File: src/rtl/rmii_phy_pkg.sv
// Summary of operation
// [RL1] In serial mode the controller drives the frame sync high for one clock in every ten.
// [RL2] In reduced mode the frame sync input is ignored and changes nothing.
// [RL3] Each port raises carrier sense / data valid whenever its receive medium is not idle.
// [RL4] Receive dibits carry data only while carrier sense / data valid is high.
// [RL5] On a false carrier the carrier indication stays high as long as the activity lasts.
// [RL6] The carrier indication need not be aligned to the reference clock.
// [RL7] The MAC presents transmit dibits on the reference clock, bit 1 most significant.
// [RL8] While transmit enable is low, transmit data other than 00 is ignored and nothing is sent.
// [RL9] The MAC raises transmit enable with the first preamble dibit and holds it for the frame.
// [RL10] The MAC changes transmit enable only on the reference clock.
// [RL11] Receive dibits are driven on the reference clock with bit 1 most significant.
// [RL12] A detected frame error raises receive error for one or more clocks, changing on the clock.
// [RL13] The system supplies a continuous reference clock that times all data signals.
// [RL14] Four independent port slices share one clock, each with its own data and control.
// [RL15] With no frame being received, receive error is low and receive data is 00.
package rmii_phy_pkg;
    localparam int         NUM_PORTS    = 4;
    localparam int         DIBIT_W      = 2;
    localparam int         SYNC_STAGES  = 2;
    // Frame sync spacing in reference clocks
    localparam int         FRAME_CLKS   = 10;
    localparam logic [3:0] FRAME_LAST   = 4'h9;
    localparam logic [3:0] SLOT_RESET   = 4'h0;
    localparam logic [1:0] DIBIT_IDLE   = 2'h0;
endpackage

File: src/rtl/pin_sync.sv
`timescale 1ns/100ps
`default_nettype none
module pin_sync #(
    parameter int WIDTH = 1
) (
    input  wire logic             i_mclk,
    input  wire logic             i_rst_n,
    input  wire logic [WIDTH-1:0] i_async,
    output var  logic [WIDTH-1:0] o_sync
);
    logic [WIDTH-1:0] meta;

    // First stage feeds only the second stage
    always_ff @(posedge i_mclk or negedge i_rst_n) begin
        if (!i_rst_n) begin
            meta   <= '0;
            o_sync <= '0;
        end else begin
            meta   <= i_async;
            o_sync <= meta;
        end
    end
endmodule // pin_sync
`default_nettype wire

File: src/rtl/rmii_phy_data.sv
`timescale 1ns/100ps
`default_nettype none
module rmii_phy_data (
    input  wire logic                 i_mclk,
    input  wire logic                 i_rst_n,
    // Mode strap: high selects serial operation
    input  wire logic                 i_smii_mode,
    input  wire logic                 i_serial_frame_sync,
    // MAC side, per port
    input  wire logic [3:0]           i_tx_en,
    input  wire logic [7:0]           i_txd,
    output logic      [3:0]           o_crs_dv,
    output logic      [7:0]           o_rxd,
    output logic      [3:0]           o_rx_er,
    // Medium side, per port
    input  wire logic [3:0]           i_rx_carrier,
    input  wire logic [7:0]           i_rx_dibit,
    input  wire logic [3:0]           i_rx_valid,
    input  wire logic [3:0]           i_rx_err,
    output logic      [7:0]           o_tx_dibit,
    output logic      [3:0]           o_tx_valid,
    // Frame sync supervision
    output logic                      o_sync_locked,
    output logic                      o_sync_err
);
    localparam int NP = rmii_phy_pkg::NUM_PORTS;
    localparam int DW = rmii_phy_pkg::DIBIT_W;

    logic          rst_meta;
    logic          rst_n;
    logic [NP-1:0] carrier;
    logic          smii;
    logic          fsync;
    logic [3:0]    slot;

    // Reset asserts at once, releases after two clocks
    // Inputs sampled before the third clock after release are not forwarded
    always_ff @(posedge i_mclk or negedge i_rst_n) begin
        if (!i_rst_n) begin
            rst_meta <= 1'b0;
            rst_n    <= 1'b0;
        end else begin
            rst_meta <= 1'b1;
            rst_n    <= rst_meta;
        end
    end

    // Carrier comes from the analog receiver, not from this clock
    pin_sync #(.WIDTH(NP)) u_carrier_sync (
        .i_mclk  (i_mclk),
        .i_rst_n (rst_n),
        .i_async (i_rx_carrier),
        .o_sync  (carrier)
    );

    pin_sync #(.WIDTH(2)) u_pin_sync (
        .i_mclk  (i_mclk),
        .i_rst_n (rst_n),
        .i_async ({i_smii_mode, i_serial_frame_sync}),
        .o_sync  ({smii, fsync})
    );

    genvar p;
    generate
        for (p = 0; p < NP; p++) begin : g_port
            // Carrier indication is the synchronised medium activity, so a false
            // carrier holds it for exactly as long as the activity lasts
            always_ff @(posedge i_mclk or negedge rst_n) begin
                if (!rst_n) begin
                    o_crs_dv[p] <= 1'b0;
                end else begin
                    o_crs_dv[p] <= carrier[p]; // RL3 RL5 RL6
                end
            end

            // Data only inside carrier; idle dibit otherwise
            always_ff @(posedge i_mclk or negedge rst_n) begin
                if (!rst_n) begin
                    o_rxd[p*DW +: DW] <= rmii_phy_pkg::DIBIT_IDLE;
                end else if (carrier[p] && i_rx_valid[p]) begin
                    o_rxd[p*DW +: DW] <= i_rx_dibit[p*DW +: DW]; // RL4 RL11
                end else begin
                    o_rxd[p*DW +: DW] <= rmii_phy_pkg::DIBIT_IDLE; // RL15
                end
            end

            // Error flagged per clock the decoder reports it, within the frame
            always_ff @(posedge i_mclk or negedge rst_n) begin
                if (!rst_n) begin
                    o_rx_er[p] <= 1'b0;
                end else begin
                    o_rx_er[p] <= carrier[p] && i_rx_err[p]; // RL12 RL15
                end
            end

            // Stray data outside transmit enable never reaches the line
            // Registered so every output leaves a flop, at one clock of latency
            always_ff @(posedge i_mclk or negedge rst_n) begin
                if (!rst_n) begin
                    o_tx_valid[p]          <= 1'b0;
                    o_tx_dibit[p*DW +: DW] <= rmii_phy_pkg::DIBIT_IDLE;
                end else begin
                    o_tx_valid[p]          <= i_tx_en[p];
                    o_tx_dibit[p*DW +: DW] <= i_tx_en[p] ? i_txd[p*DW +: DW]
                                                         : rmii_phy_pkg::DIBIT_IDLE; // RL8 RL14
                end
            end

            // Checks sit per slice, so a failure names its port by generate scope
            chk_rxd_idle: assert property (@(posedge i_mclk) disable iff (!rst_n) // RL15
                !carrier[p] |=> (o_rxd[p*DW +: DW] == 2'h0) && !o_rx_er[p])
                else $error("receive data or error active outside carrier");

            chk_rx_data_pass: assert property (@(posedge i_mclk) disable iff (!rst_n) // RL4
                carrier[p] && i_rx_valid[p] |=>
                    o_rxd[p*DW +: DW] == $past(i_rx_dibit[p*DW +: DW]))
                else $error("received dibit not passed to the MAC");

            // Three clocks of pin history cover both sync stages and the output flop
            chk_carrier_hold: assert property (@(posedge i_mclk) disable iff (!rst_n) // RL5
                i_rx_carrier[p] [*3] |=> o_crs_dv[p])
                else $error("carrier indication dropped while medium active");

            chk_carrier_drop: assert property (@(posedge i_mclk) disable iff (!rst_n) // RL3
                !i_rx_carrier[p] [*3] |=> !o_crs_dv[p])
                else $error("carrier indication held on an idle medium");

            chk_tx_quiet: assert property (@(posedge i_mclk) disable iff (!rst_n) // RL8
                !i_tx_en[p] |=> !o_tx_valid[p] && (o_tx_dibit[p*DW +: DW] == 2'h0))
                else $error("transmit activity without transmit enable");

            chk_tx_pass: assert property (@(posedge i_mclk) disable iff (!rst_n) // RL14
                i_tx_en[p] |=> o_tx_valid[p] &&
                    (o_tx_dibit[p*DW +: DW] == $past(i_txd[p*DW +: DW])))
                else $error("transmit dibit not forwarded on its port");

            chk_rx_err_flag: assert property (@(posedge i_mclk) disable iff (!rst_n) // RL12
                carrier[p] && i_rx_err[p] |=> o_rx_er[p])
                else $error("receive error not reported");

            chk_rx_err_clear: assert property (@(posedge i_mclk) disable iff (!rst_n) // RL12
                carrier[p] && !i_rx_err[p] |=> !o_rx_er[p])
                else $error("receive error raised without a decoder report");

            chk_rx_refused: assert property (@(posedge i_mclk) disable iff (!rst_n) // RL4
                carrier[p] && !i_rx_valid[p] |=> (o_rxd[p*DW +: DW] == 2'h0))
                else $error("invalid receive dibit passed to the MAC");

            // The registered copy trails the synchronised carrier by exactly one clock
            chk_crs_follow: assert property (@(posedge i_mclk) disable iff (!rst_n) // RL6
                1'b1 |=> o_crs_dv[p] == $past(carrier[p]))
                else $error("carrier indication does not track the medium");
        end
    endgenerate

    // Slot counter follows the frame sync in serial mode only. In reduced mode
    // the pin floats, so the slot counter, lock and error flags are held in reset.
    always_ff @(posedge i_mclk or negedge rst_n) begin
        if (!rst_n) begin
            slot <= rmii_phy_pkg::SLOT_RESET;
        end else if (!smii) begin
            slot <= rmii_phy_pkg::SLOT_RESET; // RL2
        end else if (fsync || slot == rmii_phy_pkg::FRAME_LAST) begin
            slot <= rmii_phy_pkg::SLOT_RESET;
        end else begin
            slot <= slot + 4'h1;
        end
    end

    // Locked after the first pulse; an early or missing pulse is sticky until
    // serial mode is left, since it means the controller broke the cadence
    always_ff @(posedge i_mclk or negedge rst_n) begin
        if (!rst_n) begin
            o_sync_locked <= 1'b0;
            o_sync_err    <= 1'b0;
        end else if (!smii) begin
            o_sync_locked <= 1'b0; // RL2
            o_sync_err    <= 1'b0;
        end else begin
            if (fsync) begin
                o_sync_locked <= 1'b1;
            end
            if (o_sync_locked && (fsync != (slot == rmii_phy_pkg::FRAME_LAST))) begin
                o_sync_err <= 1'b1; // RL1
            end
        end
    end

    // The counter is checked too, so stale state cannot leak into serial mode
    chk_sync_ignored: assert property (@(posedge i_mclk) disable iff (!rst_n) // RL2
        !smii |=> !o_sync_locked && !o_sync_err && (slot == 4'h0))
        else $error("frame sync has effect in reduced mode");

    chk_sync_cadence: assert property (@(posedge i_mclk) disable iff (!rst_n) // RL1
        smii && o_sync_locked && fsync && (slot != 4'h9) |=> o_sync_err)
        else $error("early frame sync not flagged");

    chk_sync_missing: assert property (@(posedge i_mclk) disable iff (!rst_n) // RL1
        smii && o_sync_locked && !fsync && (slot == 4'h9) |=> o_sync_err)
        else $error("missing frame sync not flagged");

    // Lock and error only ever fall together, when serial mode is left
    chk_sync_lock: assert property (@(posedge i_mclk) disable iff (!rst_n) // RL1
        smii && fsync |=> o_sync_locked)
        else $error("frame sync pulse did not lock");

    chk_lock_hold: assert property (@(posedge i_mclk) disable iff (!rst_n) // RL1
        smii && o_sync_locked |=> o_sync_locked)
        else $error("frame sync lock lost in serial mode");

    chk_err_sticky: assert property (@(posedge i_mclk) disable iff (!rst_n) // RL1
        smii && o_sync_err |=> o_sync_err)
        else $error("cadence error cleared in serial mode");

    chk_err_needs_lock: assert property (@(posedge i_mclk) disable iff (!rst_n) // RL1
        !o_sync_locked |-> !o_sync_err)
        else $error("cadence error without frame sync lock");

    chk_slot_range: assert property (@(posedge i_mclk) disable iff (!rst_n) // RL1
        slot <= rmii_phy_pkg::FRAME_LAST)
        else $error("slot counter beyond the last slot of a frame");
endmodule // rmii_phy_data
`default_nettype wire

File: config.mk
export PLATFORM = sky130hd
export DESIGN_NAME = rmii_phy_data
export DESIGN_NICKNAME = d
export VERILOG_FILES = /design/src/rtl/rmii_phy_pkg.sv /design/src/rtl/pin_sync.sv /design/src/rtl/rmii_phy_data.sv
export SDC_FILE = /design/constraint.sdc
export NUM_CORES = 1
export LEC_CHECK = 0
export BUFFER_PORTS_ARGS = -buffer_cell sky130_fd_sc_hd__buf_2
export CAP_MARGIN = 20
export CELL_PAD_IN_SITES_DETAIL_PLACEMENT = 1
export CELL_PAD_IN_SITES_GLOBAL_PLACEMENT = 2
export CORE_AREA = 10 10 82 84
export DETAILED_ROUTE_END_ITERATION = 16
export DIE_AREA = 0 0 92 94
export PLACE_DENSITY = 0.79
export RECOVER_POWER = 25
export SYNTH_ARGS = -nofsm -noshare
export SYNTH_HDL_FRONTEND = slang
export SYNTH_SLANG_ARGS = --single-unit
File: constraint.sdc
create_clock -name i_mclk -period 1.6 [get_ports i_mclk]
set_input_delay 0.24 -clock i_mclk [delete_from_list [all_inputs] [get_ports i_mclk]]
set_output_delay 0.24 -clock i_mclk [all_outputs]
set_load 0.01 [all_outputs]
==> results by group, run 1 <==
Run status
  • Outcome: finished, final reports clean

Global routing
  • Number of global-route vias before repair: 1154
  • Number of antenna violations at the first check in global routing: 0
  • Wire length of the first global-routing pass: 5.533 mm
  • GRT Total Usage: 8.272%
  • Overflow left after global routing: 0
  • Largest net degree at the start of global routing: 33

Finish
  • Area growth, synth to finish: 35.66%
  • Number of inserted diodes: 0
  • Post-layout instance area: 1971 um^2
  • Net count, final: 200
  • Share of post-route cells with drive strength above 1: 42.24%
  • Fillers: 581

Setup path
  • Largest driver fanout on the critical path: 3
  • Startpoint type of the worst setup path: register
  • Required time of the critical path: 1.78 ns
  • Path type of the worst setup path: reg -> reg
  • Data arrival time at the worst-slack endpoint: 1.43 ns
  • Worst setup EP type: register

Yosys
  • Synthesized net count: 126
  • Area of the mapped netlist: 1453 um^2
  • Number of synthesized register bits: 48
  • Register area share after synthesis: 82.69%
  • Average size of a mapped cell: 16.70 um^2
  • Cell count after synthesis: 87
  • Post-synthesis cell type count: 15
  • Yosys synthesis warning count: 0

STA
  • Setup Total Neg Slack: 0 ns
  • Slew headroom: 57.82%
  • Max frequency: 802.1 MHz
  • Setup-violating endpoint count in the final report: 0
  • Max-slew violation count: 0
  • Setup skew after layout: 0.007278 ns
  • Transition time at the pin with the least slew margin: 0.6327 ns
  • Count of final hold-check violations: 0
  • RSZ-0062 raised after global routing: false
  • Final worst path period share: 77.92%
  • Min cycle time layout: 1.247 ns

Worst hold path
  • Hold WC Path Type: in -> reg

Clock tree
  • Clock buffer count from CTS: 5
  • Total of cells resized after clock tree synthesis: 0
  • Post-CTS clock slew at the launch and capture registers of the worst setup and hold paths: 0.08 ns
  • Clock latency reported for the late side of the worst-skew pair: 0.29 ns
  • H-Tree Level Count: 2
  • # clock sinks: 48
  • Hold bufs inserted after CTS: 1
  • Clock tree from TritonCTS: done
  • Number of buffers added for setup after CTS: 0
  • Max Buffers Root-to-Sink: 2
  • CTS Root Buffer Type: clkbuf_8

Floorplan
  • CORE AREA: 5075 um^2
  • I/O pin count: 66
  • Placement row count: 26
  • Die boundary height: 94 um
  • Floorplan die width: 92 um
  • Area of the die: 8648 um^2
  • Initial Util: 28.62%

Routing
  • Remaining antenna violation count after routing: 0
  • Vias per Instance: 4.004
  • Residual DRC count: 0
  • DRC marker count from the first detailed-route iteration: 1
  • 1st-pass router iterations: 2
  • Via count of the routed design: 925
  • Routed wirelength normalized by instance count: 14.84 um
  • Routed WL: 3.427 mm

Place
  • DP Wirelength: 2.862 mm
  • Dpl cell area: 1887 um^2
  • Routability congestion estimate from global placement: 0.6789
  • Port Buffer Count: 65

Pwr
  • Total power per unit cell area: 1072 nW/um^2
  • Maximum vdd drop: 501.3 uV
  • Total leakage power: 0.001048 uW

Run
  • Max-cap violations: 0
synthesized netlist by cell type:
| cell type | number | share of area, % |
|---|---|---|
| and3_1 | 8 | 3.4 |
| inv_1 | 2 | 0.52 |
| mux2i_1 | 1 | 0.69 |
| nand3_1 | 2 | 0.69 |
| nor2_1 | 3 | 0.78 |
| nand3b_1 | 2 | 1.0 |
| dfrtp_1 | 48 | 83 |
| and2_1 | 12 | 5.2 |
| a21oi_1 | 1 | 0.34 |
| nand2_1 | 1 | 0.26 |
| nor2b_1 | 1 | 0.43 |
| o21a_1 | 1 | 0.52 |
| xnor2_1 | 1 | 0.60 |
| conb_1 | 1 | 0.26 |
| ha_1 | 3 | 2.6 |
final cells by class:
class	instances	area [um^2]	area share, %
clock inverter	2	12.51	0.6349
multi-input combinational	37	244.0	12.38
clock buffer	5	68.82	3.492
timing repair buffer	67	349.1	17.71
tap	70	87.58	4.444
inverter	2	7.507	0.3810
sequential	48	1201	60.95
flip-flops by register name, indices dropped and copies added, names as in the netlist, 2 cells and up:
register and flops:
o_rxd 8, o_tx_valid 4, u_carrier_sync.o_sync 4, u_pin_sync.meta 2, o_crs_dv 4, o_tx_dibit 8, o_rx_er 4, slot 4
u_pin_sync.o_sync 2, u_carrier_sync.meta 4
layout by cell type (no fill, tap or decap):
master and instances:
a21oi_1 1, and2_0 7, and2_1 5, and3_1 8, buf_12 1, buf_2 60
clkbuf_1 5, clkbuf_8 5, clkinv_2 1, clkinvlp_4 1, conb_1 1, dfrtp_1 48
dlygate4sd3_1 1, ha_1 3, inv_1 2, mux2i_1 1, nand2_1 1, nand3_1 2
nand3b_1 2, nor2_1 3, nor2b_1 1, o21a_1 1, xnor2_1 1
stage by stage:
| step | worst slack, ns | power [uW] | hold WS, ns | utilization [%] | cells |
|---|---|---|---|---|---|
| floorplan | 0.1651 | 1374 | -0.05559 | - | 87 |
| global placement | 0.3983 | 1474 | 0.02814 | 37.18 | 223 |
| detailed placement | 0.3500 | 1485 | 0.03261 | 37.18 | 223 |
| CTS | 0.3375 | 2162 | 0.03355 | 38.98 | 231 |
| global route | 0.2389 | 2236 | 0.02289 | 38.83 | 231 |
| finish | 0.3533 | 2113 | 0.04683 | 38.83 | 231 |
power breakdown:
group	switching [uW]	leakage (uW)	internal (uW)
Combinational	77.8	0.000408	76.2
Sequential	29.9	0.000599	1270
Clock	366	0.0000400	296
Total	473	0.00105	1640
critical path, cell delays in order, from the launching register on:
cell and delay [ns]:
dfrtp_1 0.41, inv_1 0.06, ha_1 0.13, nand3b_1 0.08, ha_1 0.28, a21oi_1 0.12, nor2b_1 0.05
per-layer routing:
metal	global-route usage (%)	share of wire, %	up-vias
li1	-	-	421
met1	8.050	37	446
met2	13.35	49	51
met3	5.835	13	7
met4	3.470	1.6	0
met5	0	0	-
worst paths after layout:
path                       cells past startpoint  slack [ns]              start                                to
min in group asynchronous                      0        0.26    rst_n$_DFF_PN0_    u_pin_sync.o_sync[0]$_DFF_PN0_
setup / recovery                               6        0.35  slot[1]$_DFF_PN0_            o_sync_err$_DFFE_PN0P_
hold / removal                                 1        0.05    i_rx_carrier[3]  u_carrier_sync.meta[3]$_DFF_PN0_
max in group asynchronous                      1        0.76    rst_n$_DFF_PN0_      u_pin_sync.meta[1]$_DFF_PN0_
hold reg to reg                                0        0.26    rst_n$_DFF_PN0_    u_pin_sync.o_sync[0]$_DFF_PN0_
setup reg to reg                               6        0.35  slot[1]$_DFF_PN0_            o_sync_err$_DFFE_PN0P_
logic make-up after synthesis:
group | synth area share, %
fa+ha+maj | 2.584
xor+xnor | 0.6030
simple gates | 11.80
buf+inv | 0.5170
flops | 82.69
compound gates | 0.8612
other cells | 0.2582
mux | 0.6891
Note: power is estimated with default switching activity, not from simulation.
==> run 2, diff against run 1 <==
- clock period: 1.6 -> 1.3 ns (I/O delays scaled with it)
==> run 2 against run 1 <==
Non-clock buffer count up 9. Total power is 28% higher. Clock skew down 0.0027 ns. Sequential share of layout area is 2.9 points lower. Wire length increased by 0.47%. Clock power grew 37%. Critical path depth did not move. Count of clock-buffer cells in the layout unchanged. Critical endpoint unchanged.
==> results by group, run 2 (same netlist as run 1, synthesis figures left out) <==
Run status
  • Outcome: finished, final reports clean

Routing
  • Residual DRC count: 0
  • Via count of the routed design: 955
  • Routed WL: 3.443 mm
  • Routed wirelength normalized by instance count: 14.29 um
  • 1st-pass router iterations: 3
  • Remaining antenna violation count after routing: 0
  • DRC marker count from the first detailed-route iteration: 18
  • Vias per Instance: 3.963

Clock tree
  • # clock sinks: 48
  • Post-CTS clock slew at the launch and capture registers of the worst setup and hold paths: 0.09 ns
  • Clock tree from TritonCTS: done
  • Clock latency reported for the late side of the worst-skew pair: 0.29 ns
  • CTS Root Buffer Type: clkbuf_8
  • Max Buffers Root-to-Sink: 2
  • H-Tree Level Count: 2
  • Clock buffer count from CTS: 5

STA
  • Setup-violating endpoint count in the final report: 0
  • Hold slack final: 0.02327 ns
  • Setup Total Neg Slack: 0 ns
  • Max frequency: 798.1 MHz
  • Max-slew violation count: 0
  • Min cycle time layout: 1.253 ns
  • Final worst path period share: 96.38%
  • Setup skew after layout: 0.004581 ns
  • Count of final hold-check violations: 0

Setup path
  • Data arrival time at the worst-slack endpoint: 1.45 ns
  • Largest driver fanout on the critical path: 2
  • Cells along the critical path: inv_1, ha_2, nand3b_1, ha_4, a21oi_2, nor2b_1
  • Path type of the worst setup path: reg -> reg
  • R2R setup slack: 0.05 ns
  • Slowest cell on crit path: dfrtp_1
  • Required time of the critical path: 1.49 ns
  • Startpoint type of the worst setup path: register
  • Worst setup EP type: register
  • Largest stage delay, worst path: 0.40 ns

Finish
  • Net count, final: 209
  • Area growth, synth to finish: 42.55%
  • Post-layout instance area: 2071 um^2
  • Registers with the most flip-flops: o_rxd (8), o_tx_dibit (8)
  • Most frequent cells in the layout: buf_2, dfrtp_1, and3_1
  • Number of inserted diodes: 0
  • Share of post-route cells with drive strength above 1: 44.44%
  • Most frequent standard cell in the layout excluding fill and tap cells: buf_2
  • Utilization of the core after routing: 40.80%

Floorplan
  • I/O pin count: 66
  • Floorplan die width: 92 um
  • Area of the die: 8648 um^2
  • Placement row count: 26
  • Die boundary height: 94 um
  • Initial Util: 28.62%
  • CORE AREA: 5075 um^2

Global routing
  • Met1 track demand over resource in global routing: 8.691%
  • Met3 Resource Use GR: 6.315%
  • Number of antenna violations at the first check in global routing: 0
  • GRT Total Usage: 8.296%
  • Wire length of the first global-routing pass: 5.720 mm
  • Number of global-route vias before repair: 1174
  • GR met2 Demand/Resource: 12.82%
  • Overflow left after global routing: 0
  • GRT Max-Usage Layer: met2
  • Largest net degree at the start of global routing: 29

Worst hold path
  • Hold WC Path Type: in -> reg

Pwr
  • Final Power: 2715 uW
  • Maximum vdd drop: 623.5 uV
  • Total power per unit cell area: 1311 nW/um^2
  • Total leakage power: 0.001089 uW

Place
  • DP Wirelength: 2.789 mm
  • Routability congestion estimate from global placement: 0.6625
  • Dpl cell area: 1882 um^2
  • Port Buffer Count: 65

Run
  • Max-cap violations: 0
run 2: changes by cell type in the layout (fill, tap and decap cells not counted), moves of 2 or more:
cell	previous run	this run
dlygate4sd3_1	1	7
and2_1	5	7
inv_6	0	2
ha_1	3	1
buf_4	0	3
and2_0	7	5
run 2: layout make-up:
type,instances,area [um^2]
Clock buffer,5,68.82
Clock inverter,3,25.02
Fill cell,568,3004
Inverter,2,7.507
Multi-Input combinational cell,37,262.8
Sequential cell,48,1202
Tap cell,70,87.58
Timing Repair Buffer,76,416.7
run 2: per-layer routing:
layer,vias to the layer above,wire length (um)
li1,440,-
met4,0,18
met2,53,1576
met5,-,0
met3,4,503
met1,458,1345
run 2: final timing paths:
check | start | end | cells after the start
setup / recovery | slot[1]$_DFF_PN0_ | o_sync_err$_DFFE_PN0P_ | 6
hold reg to reg | rst_n$_DFF_PN0_ | o_rx_er[1]$_DFF_PN0_ | 1
min in group asynchronous | i_rst_n | rst_meta$_DFF_PN0_ | 2
max in group asynchronous | rst_n$_DFF_PN0_ | o_rxd[4]$_DFF_PN0_ | 1
hold / removal | i_tx_en[2] | o_tx_valid[2]$_DFF_PN0_ | 1
setup reg to reg | slot[1]$_DFF_PN0_ | o_sync_err$_DFFE_PN0P_ | 6
run 2: power by group:
| part | switching [uW] | total (uW) | internal (uW) | leakage, uW |
|---|---|---|---|---|
| Clock | 515 | 908 | 392 | 0.0000452 |
| Combinational | 111 | 220 | 109 | 0.000446 |
| Sequential | 26.1 | 1590 | 1560 | 0.000598 |
| Total | 652 | 2720 | 2060 | 0.00109 |
run 2: per-stage QoR:
step / worst slack (ns) / cells
after floorplan: 0.1388 / 87
after global placement: 0.09937 / 224
after detailed placement: -0.001922 / 224
after CTS: 0.01511 / 240
after global routing: -0.03607 / 241
final: 0.04701 / 241
run 2: critical path, delay by kind of cell, from the launching register on:
kind	cells	cell delay [ns]
buffers and inverters	1	0.07
DFF	1	0.40
adders and majority gates	2	0.40
AOI/OAI and AO/OA	1	0.11
and+or+nand+nor	2	0.18
run 2: timing repair:
action | in CTS | in global routing
hold buffers | 7 | 0
pin swaps | 0 | 0
endpoints found under the setup margin | 1 | 5
hold endpoints to repair | 8 | 0
gates resized for setup | 0 | 4
setup buffers | 1 | 1
